<file path="src/logic/crf_pkg.sv">
/*
 package for the receive buffer and acceptance filter: register offsets,
 field positions, reset values, and the frame carrier struct.
 assumes a classic wishbone slave with 32-bit data, one register per word.
*/
package crf_pkg;

   // ---------------------------------------------------------------
   // register indices (byte address is four times the index)
   // ---------------------------------------------------------------
   localparam logic [7:0] IDX_MODE        = 8'h00;
   localparam logic [7:0] IDX_RX_INFO     = 8'h10;
   localparam logic [7:0] IDX_ID1         = 8'h11;
   localparam logic [7:0] IDX_ID2         = 8'h12;
   localparam logic [7:0] IDX_ID3         = 8'h13;
   localparam logic [7:0] IDX_ID4         = 8'h14;
   localparam logic [7:0] IDX_CODE0       = 8'h10;
   localparam logic [7:0] IDX_MASK0       = 8'h14;
   localparam logic [7:0] IDX_MASK3       = 8'h17;
   localparam logic [7:0] IDX_BASE_DATA0  = 8'h13;
   localparam logic [7:0] IDX_BASE_DATA7  = 8'h1a;
   localparam logic [7:0] IDX_EXT_DATA0   = 8'h15;
   localparam logic [7:0] IDX_EXT_DATA7   = 8'h1c;
   localparam logic [7:0] IDX_RX_COUNT    = 8'h1d;
   localparam logic [7:0] IDX_CLKDIV      = 8'h1f;
   localparam logic [7:0] IDX_RX_RELEASE  = 8'h20;

   // ---------------------------------------------------------------
   // mode register bits, compat bit, reset values
   // ---------------------------------------------------------------
   localparam int         MODE_RESET_BIT  = 0;
   localparam int         MODE_DUAL_BIT   = 3;
   localparam int         CLKDIV_EXT_BIT  = 7;
   localparam logic [7:0] MODE_RST_VAL    = 8'h01;
   localparam logic [7:0] CODE0_RST_VAL   = 8'h51;
   localparam logic [7:0] MASK0_RST_VAL   = 8'hff;
   localparam logic [7:0] OTHER_RST_VAL   = 8'h00;

   // ---------------------------------------------------------------
   // received frame carrier and receive queue
   // ---------------------------------------------------------------
   localparam int         RXQ_DEPTH       = 8;
   localparam int         RXQ_AW          = 3;
   localparam int         RXQ_CW          = 5;

   typedef struct packed {
      logic        format_flag;
      logic        rtr;
      logic [3:0]  length_code;
      logic [28:0] ident_bits;
      logic [63:0] data;
   } crf_frame_type;

endpackage

</file>
<file path="src/logic/crf_rx_filter.sv">
/*
 receive buffer layout, acceptance filter and receive queue of a can unit.
 assumes the protocol engine hands one decoded frame per rx_valid pulse,
 synchronous to mclk, and software uses classic wishbone.
*/
`timescale 1ns/10ps

module crf_rx_filter
(
   // clock and reset
   input  wire logic                   mclk,
   input  wire logic                   sys_rst,
   // frames from the protocol engine
   input  wire logic                   rx_valid,
   input  wire crf_pkg::crf_frame_type rx_frame,
   // wishbone slave
   input  wire logic                   wb_cyc_i,
   input  wire logic                   wb_stb_i,
   input  wire logic                   wb_we_i,
   input  wire logic [9:0]             wb_adr_i,
   input  wire logic [3:0]             wb_sel_i,
   input  wire logic [31:0]            wb_dat_i,
   output logic      [31:0]            wb_dat_o,
   output logic                        wb_ack_o,
   // status
   output logic                        rx_dropped,
   output logic                        rx_overrun
);

   // ---------------------------------------------------------------
   // registers
   // ---------------------------------------------------------------
   logic [7:0]             mode_reg;
   logic                   ext_mode;
   logic [7:0]             code   [4];
   logic [7:0]             mask   [4];
   crf_pkg::crf_frame_type rxq    [crf_pkg::RXQ_DEPTH];
   logic [crf_pkg::RXQ_AW-1:0] rd_ptr;
   logic [crf_pkg::RXQ_AW-1:0] wr_ptr;
   logic [crf_pkg::RXQ_CW-1:0] count;

   logic       in_reset_mode;
   logic       dual_mode;
   logic       wb_req;
   logic       wr_stb;
   logic [7:0] idx;
   logic [7:0] wbyte;
   logic       accept;
   logic       release_msg;
   logic       q_full;

   // ---------------------------------------------------------------
   // bus decode and queue status
   // ---------------------------------------------------------------
   assign in_reset_mode = mode_reg[crf_pkg::MODE_RESET_BIT];
   assign dual_mode     = mode_reg[crf_pkg::MODE_DUAL_BIT];
   assign wb_req        = wb_cyc_i & wb_stb_i & ~wb_ack_o;
   assign wr_stb        = wb_req & wb_we_i & wb_sel_i[0];
   assign idx           = wb_adr_i[9:2];
   assign wbyte         = wb_dat_i[7:0];
   assign q_full        = (count == 5'(crf_pkg::RXQ_DEPTH));
   assign release_msg   = wr_stb & (idx == crf_pkg::IDX_RX_RELEASE) & (count != '0);

   // ---------------------------------------------------------------
   // acceptance filter
   // ---------------------------------------------------------------
   // a compare vector, its code and its mask; mask 1 forces agreement
   function automatic logic hit(input logic [31:0] v, input logic [31:0] c,
                                input logic [31:0] m, input logic [31:0] used);
      hit = &(~used | m | ~(v ^ c));
   endfunction

   // ---------------------------------------------------------------
   // compared positions per filter; a clear bit is never compared,
   // so unused code bits can not block a frame
   // ---------------------------------------------------------------
   localparam logic [31:0] USE_SB_FULL   = 32'hfff0ffff;
   localparam logic [31:0] USE_SB_COMPAT = 32'hff000000;
   localparam logic [31:0] USE_SE        = 32'hfffffffc;
   localparam logic [31:0] USE_DB1       = 32'hffff000f;
   localparam logic [31:0] USE_DB2       = 32'h0000fff0;
   localparam logic [31:0] USE_DE1       = 32'hffff0000;
   localparam logic [31:0] USE_DE2       = 32'h0000ffff;

   logic [31:0] code_w;
   logic [31:0] mask_w;
   logic [31:0] vec_sb;
   logic [31:0] vec_se;
   logic [31:0] vec_db;
   logic [31:0] vec_de;
   logic [31:0] use_sb;
   logic [31:0] use_db1;
   logic [31:0] use_db2;
   logic [31:0] use_de1;
   logic [31:0] use_de2;
   logic        f1;
   logic        f2;

   // ---------------------------------------------------------------
   // compare vectors, laid out like the four code bytes
   // ---------------------------------------------------------------
   always_comb
   begin
      code_w  = {code[0], code[1], code[2], code[3]};
      mask_w  = {mask[0], mask[1], mask[2], mask[3]};
      // single base: id[10:0], rtr, 4 unused, data0, data1
      vec_sb  = {rx_frame.ident_bits[10:0], rx_frame.rtr, 4'h0,
                 rx_frame.data[63:48]};
      use_sb  = ext_mode ? USE_SB_FULL : USE_SB_COMPAT;
      // single extended: id[28:0], rtr, 2 unused
      vec_se  = {rx_frame.ident_bits, rx_frame.rtr, 2'h0};
      // dual base: f1 id+rtr+hi nibble in bytes 0/1, lo nibble in byte 3
      vec_db  = {rx_frame.ident_bits[10:0], rx_frame.rtr, rx_frame.data[63:60],
                 rx_frame.ident_bits[10:0], rx_frame.rtr, rx_frame.data[59:56]};
      use_db1 = USE_DB1;
      use_db2 = USE_DB2;
      vec_de  = {rx_frame.ident_bits[28:13], rx_frame.ident_bits[28:13]};
      use_de1 = USE_DE1;
      use_de2 = USE_DE2;
   end

   // ---------------------------------------------------------------
   // filter decision
   // ---------------------------------------------------------------
   always_comb
   begin
      f1      = 1'b0;
      f2      = 1'b0;
      if (!dual_mode)
      begin
         if (rx_frame.format_flag)
            f1 = hit(vec_se, code_w, mask_w, USE_SE);
         else
            f1 = hit(vec_sb, code_w, mask_w, use_sb);
      end
      else if (rx_frame.format_flag)
      begin
         f1 = hit(vec_de, code_w, mask_w, use_de1);
         f2 = hit(vec_de, code_w, mask_w, use_de2);
      end
      else
      begin
         f1 = hit(vec_db, code_w, mask_w, use_db1);
         f2 = hit(vec_db, code_w, mask_w, use_db2);
      end
      accept = f1 | f2;
   end

   // ---------------------------------------------------------------
   // mode and compat registers
   // ---------------------------------------------------------------
   always_ff @(posedge mclk)
   begin
      if (sys_rst)
         mode_reg <= crf_pkg::MODE_RST_VAL;
      else if (wr_stb && idx == crf_pkg::IDX_MODE)
         mode_reg <= wbyte;
   end

   // compat: base frames in single mode use code0 only
   always_ff @(posedge mclk)
   begin
      if (sys_rst)
         ext_mode <= 1'b0;
      else if (wr_stb && idx == crf_pkg::IDX_CLKDIV)
         ext_mode <= wbyte[crf_pkg::CLKDIV_EXT_BIT];
   end

   // ---------------------------------------------------------------
   // code and mask bytes, writable only in reset mode
   // ---------------------------------------------------------------
   genvar g;
   generate
      for (g = 0; g < 4; g++)
      begin : g_filt
         always_ff @(posedge mclk)
         begin
            if (sys_rst)
            begin
               code[g] <= (g == 0) ? crf_pkg::CODE0_RST_VAL : crf_pkg::OTHER_RST_VAL;
               mask[g] <= (g == 0) ? crf_pkg::MASK0_RST_VAL : crf_pkg::OTHER_RST_VAL;
            end
            else if (wr_stb && in_reset_mode)
            begin
               if (idx == crf_pkg::IDX_CODE0 + 8'(g))
                  code[g] <= wbyte;
               if (idx == crf_pkg::IDX_MASK0 + 8'(g))
                  mask[g] <= wbyte;
            end
         end
      end
   endgenerate

   // ---------------------------------------------------------------
   // receive queue; frames are dropped in reset mode or when full
   // ---------------------------------------------------------------
   logic push;
   assign push = rx_valid & accept & ~in_reset_mode & ~q_full;

   always_ff @(posedge mclk)
   begin
      if (push)
         rxq[wr_ptr] <= rx_frame;
   end

   // pointers and count clear together, so reset mode flushes the queue
   always_ff @(posedge mclk)
   begin
      if (sys_rst || in_reset_mode)
         wr_ptr <= '0;
      else if (push)
         wr_ptr <= wr_ptr + 1'b1;
   end

   always_ff @(posedge mclk)
   begin
      if (sys_rst || in_reset_mode)
         rd_ptr <= '0;
      else if (release_msg)
         rd_ptr <= rd_ptr + 1'b1;
   end

   always_ff @(posedge mclk)
   begin
      if (sys_rst || in_reset_mode)
         count <= '0;
      else
         count <= count + 5'(push) - 5'(release_msg);
   end

   // ---------------------------------------------------------------
   // status flags
   // ---------------------------------------------------------------
   // sticky until reset mode; a new event wins over the clear
   always_ff @(posedge mclk)
   begin
      if (sys_rst)
         rx_dropped <= 1'b0;
      else if (rx_valid && !accept)
         rx_dropped <= 1'b1;
      else if (in_reset_mode)
         rx_dropped <= 1'b0;
   end

   always_ff @(posedge mclk)
   begin
      if (sys_rst)
         rx_overrun <= 1'b0;
      else if (rx_valid && accept && q_full)
         rx_overrun <= 1'b1;
      else if (in_reset_mode)
         rx_overrun <= 1'b0;
   end

   // ---------------------------------------------------------------
   // read mux
   // ---------------------------------------------------------------
   crf_pkg::crf_frame_type hd;
   logic [7:0]             rbyte;
   logic [7:0]             reg_byte;
   logic                   reg_hit;
   logic [7:0]             frame_byte;
   logic [7:0]             off;
   logic [7:0]             dbyte [8];

   assign hd = rxq[rd_ptr];

   // ---------------------------------------------------------------
   // data bytes of the head frame, byte 0 in the top bits
   // ---------------------------------------------------------------
   genvar b;
   generate
      for (b = 0; b < 8; b++)
      begin : g_dbyte
         assign dbyte[b] = hd.data[63 - 8 * b -: 8];
      end
   endgenerate

   // ---------------------------------------------------------------
   // register side; filter bytes shadow the frame only in reset mode
   // ---------------------------------------------------------------
   always_comb
   begin
      reg_hit  = 1'b1;
      reg_byte = 8'h00;
      if (idx == crf_pkg::IDX_MODE)
         reg_byte = mode_reg;
      else if (idx == crf_pkg::IDX_CLKDIV)
         reg_byte = {ext_mode, 7'h00};
      else if (idx == crf_pkg::IDX_RX_COUNT)
         reg_byte = {3'h0, count};
      else if (idx >= crf_pkg::IDX_CODE0 && idx <= crf_pkg::IDX_MASK3 && in_reset_mode)
         reg_byte = (idx < crf_pkg::IDX_MASK0) ? code[idx[1:0]] : mask[idx[1:0]];
      else
         reg_hit = 1'b0;
   end

   // ---------------------------------------------------------------
   // frame side; an empty queue or reset mode reads zero
   // ---------------------------------------------------------------
   always_comb
   begin
      frame_byte = 8'h00;
      off        = 8'h00;
      if (in_reset_mode || count == '0)
         frame_byte = 8'h00;
      else if (idx == crf_pkg::IDX_RX_INFO)
         frame_byte = {hd.format_flag, hd.rtr, 2'h0, hd.length_code};
      else if (idx == crf_pkg::IDX_ID1)
         frame_byte = hd.format_flag ? hd.ident_bits[28:21] : hd.ident_bits[10:3];
      else if (idx == crf_pkg::IDX_ID2)
         frame_byte = hd.format_flag ? hd.ident_bits[20:13] : {hd.ident_bits[2:0], hd.rtr, 4'h0};
      else if (hd.format_flag && idx == crf_pkg::IDX_ID3)
         frame_byte = hd.ident_bits[12:5];
      else if (hd.format_flag && idx == crf_pkg::IDX_ID4)
         frame_byte = {hd.ident_bits[4:0], hd.rtr, 2'h0};
      else if (!hd.format_flag && idx >= crf_pkg::IDX_BASE_DATA0 && idx <= crf_pkg::IDX_BASE_DATA7)
      begin
         off        = idx - crf_pkg::IDX_BASE_DATA0;
         frame_byte = dbyte[off[2:0]];
      end
      else if (hd.format_flag && idx >= crf_pkg::IDX_EXT_DATA0 && idx <= crf_pkg::IDX_EXT_DATA7)
      begin
         off        = idx - crf_pkg::IDX_EXT_DATA0;
         frame_byte = dbyte[off[2:0]];
      end
   end

   assign rbyte = reg_hit ? reg_byte : frame_byte;

   // ---------------------------------------------------------------
   // wishbone answer: one cycle after the strobe, unmapped reads zero
   // ---------------------------------------------------------------
   always_ff @(posedge mclk)
   begin
      if (sys_rst)
         wb_ack_o <= 1'b0;
      else
         wb_ack_o <= wb_req;
   end

   // only reads carry data; writes and idle cycles show zero
   always_ff @(posedge mclk)
   begin
      if (sys_rst)
         wb_dat_o <= '0;
      else if (wb_req && !wb_we_i)
         wb_dat_o <= {24'h0, rbyte};
      else
         wb_dat_o <= '0;
   end

endmodule

</file>
<file path="config.mk">
export PLATFORM = sky130hd
export DESIGN_NAME = crf_rx_filter
export DESIGN_NICKNAME = d
export VERILOG_FILES = /design/src/logic/crf_pkg.sv /design/src/logic/crf_rx_filter.sv
export SDC_FILE = /design/constraint.sdc
export NUM_CORES = 1
export LEC_CHECK = 0
export BUFFER_PORTS_ARGS = -buffer_cell sky130_fd_sc_hd__buf_2
export CAP_MARGIN = 10
export CORE_ASPECT_RATIO = 0.75
export CORE_MARGIN = 2
export CORE_UTILIZATION = 58
export DETAILED_ROUTE_END_ITERATION = 10
export GPL_ROUTABILITY_DRIVEN = 0
export PLACE_DENSITY = 0.76
export SETUP_SLACK_MARGIN = 0.3
export SLEW_MARGIN = 40
export SYNTH_ARGS = -nofsm -noshare
export SYNTH_HDL_FRONTEND = slang
export SYNTH_SLANG_ARGS = --single-unit
</file>
<file path="constraint.sdc">
create_clock -name mclk -period 21.7 [get_ports mclk]
set_input_delay 0 -clock mclk [delete_from_list [all_inputs] [get_ports mclk]]
set_output_delay 0 -clock mclk [all_outputs]
set_load 0.05 [all_outputs]
</file>
**After elaboration in Yosys (flattened, before gate mapping)**

Memories as Yosys holds them, arrays and structs flattened. A register that Yosys moved wholly into a read port is not among the register bits.
Index checks and enable logic that the tools add are counted.

- Bits in registers: 55
- Latch bits: 0
- RAM bits: 856
- Memory bits (read-only): 0
- Output and inout bits: 35
- Memories kept: 3

- $add $sub $neg: 6
- Multipliers: 0
- Divide/modulo/power cells: 0
- $lt $le $gt $ge: 9
- Eq/ne operators: 12
- Shift operators: 0
- Multiplexer cells: 81
- Bitwise operators: 40
- Reduce and logical (&&, ||, !) cells: 32

Memory list:

| name | words | bits a word | rd ports | clocked after memory_dff | wr ports | RTL line | RTL |
|---|---|---|---|---|---|---|---|
| rxq | 8 | 99 | 1 | 1 | 1 | crf_rx_filter.sv:37 | `crf_pkg::crf_frame_type rxq [crf_pkg::RXQ_DEPTH];` |
| code | 4 | 8 | 5 | 0 | 4 | crf_rx_filter.sv:35 | `logic [7:0] code [4];` |
| mask | 4 | 8 | 5 | 0 | 4 | crf_rx_filter.sv:36 | `logic [7:0] mask [4];` |

Operator list:

| cell | number |
|---|---|
| two-way mux 8 bit | 28 |
| OR 32 bit | 7 |
| AND reduction 32 bit | 6 |
| inverter 32 bit | 5 |
| XOR 32 bit | 4 |
| equality test 8 x 5 -> 1 bit (second input constant) | 10 |
| binary-select mux 8 bit (select 3 bit) | 2 |
| two-way mux 1 bit | 48 |
| greater-or-equal comparator 8 x 5 -> 1 bit (second input constant) | 3 |
| <= comparator 8 x 5 -> 1 bit (second input constant) | 3 |
| two-way mux 24 bit | 1 |
| logical AND 1 bit | 15 |
| AND 1 bit | 9 |
| OR 1 bit | 9 |
| equality test 8 x 6 -> 1 bit (second input constant) | 1 |
| greater-or-equal comparator 4 bit (second input constant) | 2 |
| logical NOT 8 bit | 1 |
| < comparator 8 x 5 -> 1 bit (second input constant) | 1 |
| inverter 3 -> 4 bit | 2 |
| adder 3 x 1 -> 3 bit (second input constant) | 2 |
| two-way mux 3 bit | 2 |
| adder 5 x 1 -> 5 bit | 1 |
| equality test 5 x 4 -> 1 bit (second input constant) | 1 |
| logical NOT 5 bit | 1 |
| 9 further kinds | 16 |

**Logic depth before layout (Yosys ltp)**

Gate-level depths: netlist of the first run.

- Depth in word-level cells: 14
- Depth in mapped cells: 19
- Depth with buffers taken out: 18

**Least setup slack after synthesis of the first run**

Ideal clock, no wire load.

- Path kind: register to register
- Start point: memory code[2][1]
- End point: memory rxq[1][0] (netlist bit) (enable)
- Setup time: 801 ps
- Data arrival time: 11424 ps
- Data required time: 20899 ps
- Path slack: 9475 ps
- Stages on the path, launching flop included: 9
- Path buffers: 1
- Period minus slack after synthesis: 12225 ps
- Path through: edfxtp_1 > clkbuf_1 > xnor2_1 > o22ai_1 > or4_1 > a211oi_1 > nor4_1 > nor3_2 > nor4bb_1

RTL lines:

| item | RTL line |
|---|---|
| start, declared | crf_rx_filter.sv:35 |
| end, declared | crf_rx_filter.sv:37 |

==> results of run 1 <==
-- cells in the mapped netlist (all sizes together), types with 8 or more instances --
cell / count / share of area
or3: 14 / 0.0024
a21oi: 37 / 0.0050
nor3: 18 / 0.0027
clkbuf: 46 / 0.0046
nand4: 8 / 0.0013
or2: 11 / 0.0018
a211oi: 12 / 0.0024
mux2i: 65 / 0.017
o211ai: 8 / 0.0016
and2: 41 / 0.0069
nor4: 12 / 0.0020
mux2: 21 / 0.0063
nor2b: 13 / 0.0022
o21ai: 30 / 0.0040
inv: 15 / 0.0015
edfxtp: 856 / 0.69
nand3: 19 / 0.0026
dfxtp: 34 / 0.018
ha: 13 / 0.0044
nand2: 63 / 0.0063
o22ai: 53 / 0.0089
and3: 23 / 0.0039
nor2: 50 / 0.0050
buf: 84 / 0.015
mux4: 238 / 0.14
xnor2: 97 / 0.023
-- per-stage QoR --
stage,utilization,cells,hold slack (ps),total power [mW]
floorplan,-,1978,98.87,1.987
global placement,0.6085,2869,255.2,2.035
detailed placement,0.6103,2873,267.2,2.040
CTS,0.6684,3138,12.32,3.403
global route,0.6697,3143,63.58,3.481
finish,0.6697,3144,48.57,3.393
-- final cells by class --
type	instances	area share
Tap cell	861	0.02531
Multi-Input combinational cell	942	0.2410
Inverter	16	0.001411
Clock inverter	38	0.006261
Clock buffer	110	0.05288
Timing Repair Buffer	283	0.05282
Sequential cell	890	0.6201
Antenna cell	4	0.0002351
-- worst register-to-register path: cells and delay by family, from the launching register on --
kind	cells	cell delay (ps)
AND/OR/NAND/NOR	4	1650
XOR/XNOR	1	240
flip-flops	1	580
AO/OA/AOI/OAI	3	650
buffers and inverters	3	1480
-- power groups by stage --
stage	clock, mW	combinational, mW	sequential (mW)
CTS	1.38	0.131	1.89
detailed placement	0	0.113	1.93
floorplan	0	0.0628	1.92
finish	1.37	0.134	1.89
global route	1.45	0.141	1.89
global placement	0	0.108	1.93
-- routing by layer --
metal	GRT usage	up-vias	part of all wire
li1	-	8480	-
met1	0.4234	10590	0.40
met2	0.4095	1285	0.45
met3	0.07751	206	0.12
met4	0.07999	2	0.029
met5	0	-	0.00020
-- cell families after synthesis --
| group | Yosys count |
|---|---|
| AO/OA/AOI/OAI | 182 |
| AND/OR/NAND/NOR | 295 |
| XOR/XNOR | 103 |
| flip-flops | 890 |
| multiplexers | 324 |
| buffers and inverters | 146 |
| other | 1 |
| adder cells (fa/ha/maj) | 14 |
-- what timing repair did --
item                       CTS  global route
hold endpoints to repair   879             0
hold buffers               117             0
setup endpoints to repair    0             0
-- path summary, 6_finish.rpt --
check	slack [ps]	end	start	depth (start not counted)
max	16680	rxq[6][68]$_DFFE_PP_	code[3][5]$_SDFFCE_PN0P_	11
min	50	register	wb_adr_i[7]	5
max reg2reg	16680	rxq[6][68]$_DFFE_PP_	code[3][5]$_SDFFCE_PN0P_	11
min reg2reg	470	register	rd_ptr[1]$_SDFFE_PP0P_	2
==> results.cfg, run 1 <==
[synth]
ys_warn_count = 0
ys_types = 68
synth-adder-area-share = 0.004903
avgSynthCellArea_sq_um = 19.06
synth-xor-area-share = 0.02421
synth_top_family_by_area = multiplexers
synthArstFlopShare = 0
syn_area_sq_um = 37260
ys.flop_type = edfxtp_1
synth_edf_count = 856
synth_simple_gate_area_frac = 0.04215
syn_inst = 1955
synth_compound_area_frac = 0.03143
synthMuxAreaShare = 0.1681
ys_seq_area_frac = 0.7082
ys_seq_elements = 890

[setup_path]
cp_max_fo = 46
worstPathCellList = xnor2_1, o22ai_1, nor4_1, o2111ai_1, a211oi_1, nor4_1, buf_4, nor3_2, and4b_4, buf_4, buf_4
crit_slowest_cell = buf_4
cp_num_buf_inv = 3
worst_ep_required_time_ps = 21960
crit_type = register to register
crit_top_cell = buf_4
crit_family = simple AND/OR/NAND/NOR gates
start_kind = register
cp-end-kind = register
cpPeakStageDelay_ps = 700
arrival_ps = 5290

[clocking]
clock_latency_ps = 650
cts_made_buffers = 83
cts-root-buf = clkbuf_16
cts_setup_buffers = 0
cts_tree = done
cts_buffer_depth = 3
cts.sinks = 890
cts_resized = 0
cts-htree-levels = 3
clkSlewWorstSetupHoldPaths_ps = 60

[timing]
min_period_ps = 5024
worstMarginPinSlew_ps = 846.7
finalWorstSetupSlack_ps = 16680
post-route-period-util = 0.2315
setup_tns_ps = 0
rsz0062_at_grt = no
skew_ps = 29.79
hold_viol = 0
setup_violations = 0
fmax_mhz = 199.1
slew_violations = 0
slew_headroom = 0.4318

[pwr]
power.share.combinational = 0.040
vdd_ir_drop_max_mv = 0.07415
p_switching_mw = 0.7035
p_seq_frac = 0.557
p_per_area_nw_per_um2 = 79.70
internal-power_mw = 2.689
power_frac_clock = 0.403
sw_frac_of_total = 0.2074
power_leakage_nw = 13.38

[floorplan]
core_area_sq_um = 63560
die-area_sq_um = 66300
pin_count = 186
die_y_microns = 223.5
die_w_microns = 296.7
start_util = 0.5862
rows = 80

[layout]
largest_reg_flops = 792
finalInstanceArea_sq_um = 42570
syn2layout_area_growth_pct = 14.25
largest_register = rxq
layout_commonest_cell = edfxtp_1
multi_input_area_sq_um = 10260
final_nets = 2381
fillCellCount = 4064
layout_common_cells = edfxtp_1, mux4_2, buf_2
reg_top3 = rxq x792, code x32, mask x32
drive_gt1_frac = 0.2448
register_area_sq_um = 26400

[global_routing]
grt_pass1_wl_microns = 134200
grt_pass1_vias = 20389
track_usage = 0.2814
globalRoute.totalOverflow = 0
antenna_found_initial = 7
grt_max_degree = 118

[detailed_routing]
viasPerCell = 6.540
routedWlPerCell_microns = 28.98
postRouteAntennaNets = 0
drt_iter0_markers = 2682
wirelength_microns = 91110
dr.pass1.iters = 8
drc = 0
num_vias = 20563

[outcome]
status = finished, final reports clean

[place]
portBuffers = 132
place_area_sq_um = 38790
hpwlAfterDp_microns = 56110
post-place-ws_ps = 16550

[job]
cap_violations = 0

[hold_path]
hp-class = input pin to register
Power figures use the tool's default switching activity.
==> run 2: changes to the inputs <==
--- a/config.mk
+++ b/config.mk
@@ -9,7 +9,7 @@
 export CAP_MARGIN = 10
 export CORE_ASPECT_RATIO = 0.75
 export CORE_MARGIN = 2
-export CORE_UTILIZATION = 58
+export CORE_UTILIZATION = 55
 export DETAILED_ROUTE_END_ITERATION = 10
 export GPL_ROUTABILITY_DRIVEN = 0
 export PLACE_DENSITY = 0.76
==> constraint.sdc (replaced) <==
create_clock -name mclk -period 4.6 [get_ports mclk]
set_input_delay 0 -clock mclk [delete_from_list [all_inputs] [get_ports mclk]]
set_output_delay 0 -clock mclk [all_outputs]
set_load 0.05 [all_outputs]
==> results.cfg, run 2 (synthesis results as in run 1) <==
[outcome]
status = finished, final reports clean

[timing]
whs_ps = 156.1
worstMarginPinSlew_ps = 954.0
fmax_mhz = 243.0
min_period_ps = 4116
slew_violations = 0
setup_violations = 0
finalWorstSetupSlack_ps = 484.1
setup_tns_ps = 0
hold_viol = 0
post-route-period-util = 0.8948
slew_headroom = 0.3597
skew_ps = 31.41
rsz0062_at_grt = no

[floorplan]
pin_count = 186
rows = 82
die_y_microns = 229.4
start_util = 0.5570
die-area_sq_um = 69860
core_area_sq_um = 66890
die_w_microns = 304.5

[hold_path]
holdCritStartpoint = wb_sel_i[0]
hp-class = input pin to register

[setup_path]
worst_ep_required_time_ps = 5160
worstPathCellList = xnor2_1, o22ai_1, nor4_1, nand4_1, a22oi_1, nor4_4, nor3_4, inv_1, ha_1, inv_1, ha_1, inv_1, fa_1, inv_1, a21oi_1, nor2_1, or3_1, a21oi_1
crit_slowest_cell = nor4_1
crit_start = code[0][0]$_SDFFCE_PN1P_
arrival_ps = 4680
crit_type = register to register
cp_num_buf_inv = 4
cpPeakStageDelay_ps = 480
cp_max_fo = 7
reg2reg_from = code[0][0]$_SDFFCE_PN1P_
cp-end-kind = register
start_kind = register
crit_family = simple AND/OR/NAND/NOR gates
crit_top_cell = inv_1

[place]
place_area_sq_um = 39160
post-place-ws_ps = 570.5
portBuffers = 132
hpwlAfterDp_microns = 59580
dp.cells = 2919

[layout]
reg_top3 = rxq x792, code x32, mask x32
layout_common_cells = edfxtp_1, mux4_2, buf_2
syn2layout_area_growth_pct = 15.49
final_nets = 2407
drive_gt1_frac = 0.2593
largest_reg_flops = 792
finalInstanceArea_sq_um = 43030
final_core_util = 0.6432
layout_commonest_cell = edfxtp_1
fillCellCount = 4433
layout.cells.non_filler = 3190
largest_register = rxq

[detailed_routing]
drt_iter0_markers = 3250
routedWlPerCell_microns = 29.50
num_vias = 20879
viasPerCell = 6.545
postRouteAntennaNets = 0
dr.pass1.iters = 8
wirelength_microns = 94100
drc = 0

[global_routing]
grt_pass1_vias = 20384
grt_max_degree = 93
globalRoute.totalOverflow = 0
antenna_found_initial = 12
track_usage = 0.2710
grt_pass1_wl_microns = 138000

[pwr]
power_mw = 16.35
vdd_ir_drop_max_mv = 0.3141
p_per_area_nw_per_um2 = 380.0
power_leakage_nw = 13.63

[clocking]
cts_made_buffers = 83
cts-root-buf = clkbuf_16
cts_buffer_depth = 3
clkSlewWorstSetupHoldPaths_ps = 70
cts_tree = done
cts-htree-levels = 3
clock_latency_ps = 650
cts_resized = 0
cts.sinks = 890

[job]
cap_violations = 0
[run 2: cell count changes in the layout (fill, tap and decap cells not counted), moves of 5 or more]
cell       previous run  this run
buf_12                8        18
buf_4                14        41
buf_6                11         0
bufinv_16             2         7
clkbuf_1             22        11
clkinv_2              9        18
[run 2: what timing repair did]
action,CTS,global route
setup buffers,0,2
setup endpoints to repair,0,1
hold endpoints to repair,875,0
hold buffers,118,0
[run 2: worst paths after layout]
| check | cells after the start | slack, ps | to |
|---|---|---|---|
| min | 5 | 160 | register |
| min reg2reg | 2 | 470 | register |
| max | 18 | 480 | count[4]$_SDFF_PP0_ |
| max reg2reg | 18 | 480 | count[4]$_SDFF_PP0_ |
[run 2: worst reg2reg max path: cells and delay by family (launching register included)]
kind | cells | cell delay [ps]
buffers and inverters | 4 | 280
AO/OA/AOI/OAI | 4 | 740
adder cells (fa/ha/maj) | 3 | 690
XOR/XNOR | 1 | 290
flip-flops | 1 | 440
AND/OR/NAND/NOR | 6 | 1580
[run 2: power by group]
part,leakage (nW),internal (mW),switching [mW]
clock,1.32,3.83,2.94
sequential,8.02,8.88,0.0354
combinational,4.29,0.245,0.413
total,13.6,13.0,3.39
[run 2: area by class of cell]
type | instances | area [sq um] | area share
clock buffers | 98 | 2207 | 0.05129
clock inverters | 51 | 459.2 | 0.01067
flip-flops and latches | 890 | 26400 | 0.6135
repair buffers | 309 | 2510 | 0.05833
diodes | 2 | 5.005 | 0.0001163
well taps | 882 | 1104 | 0.02565
multi-input cells | 942 | 10290 | 0.2391
inverters | 16 | 60.06 | 0.001396
[run 2: routing by layer]
layer,GRT usage,routed length [microns]
met5,0,82
met3,0.08541,11990
met2,0.3910,41510
met4,0.06853,2685
met1,0.4052,37830
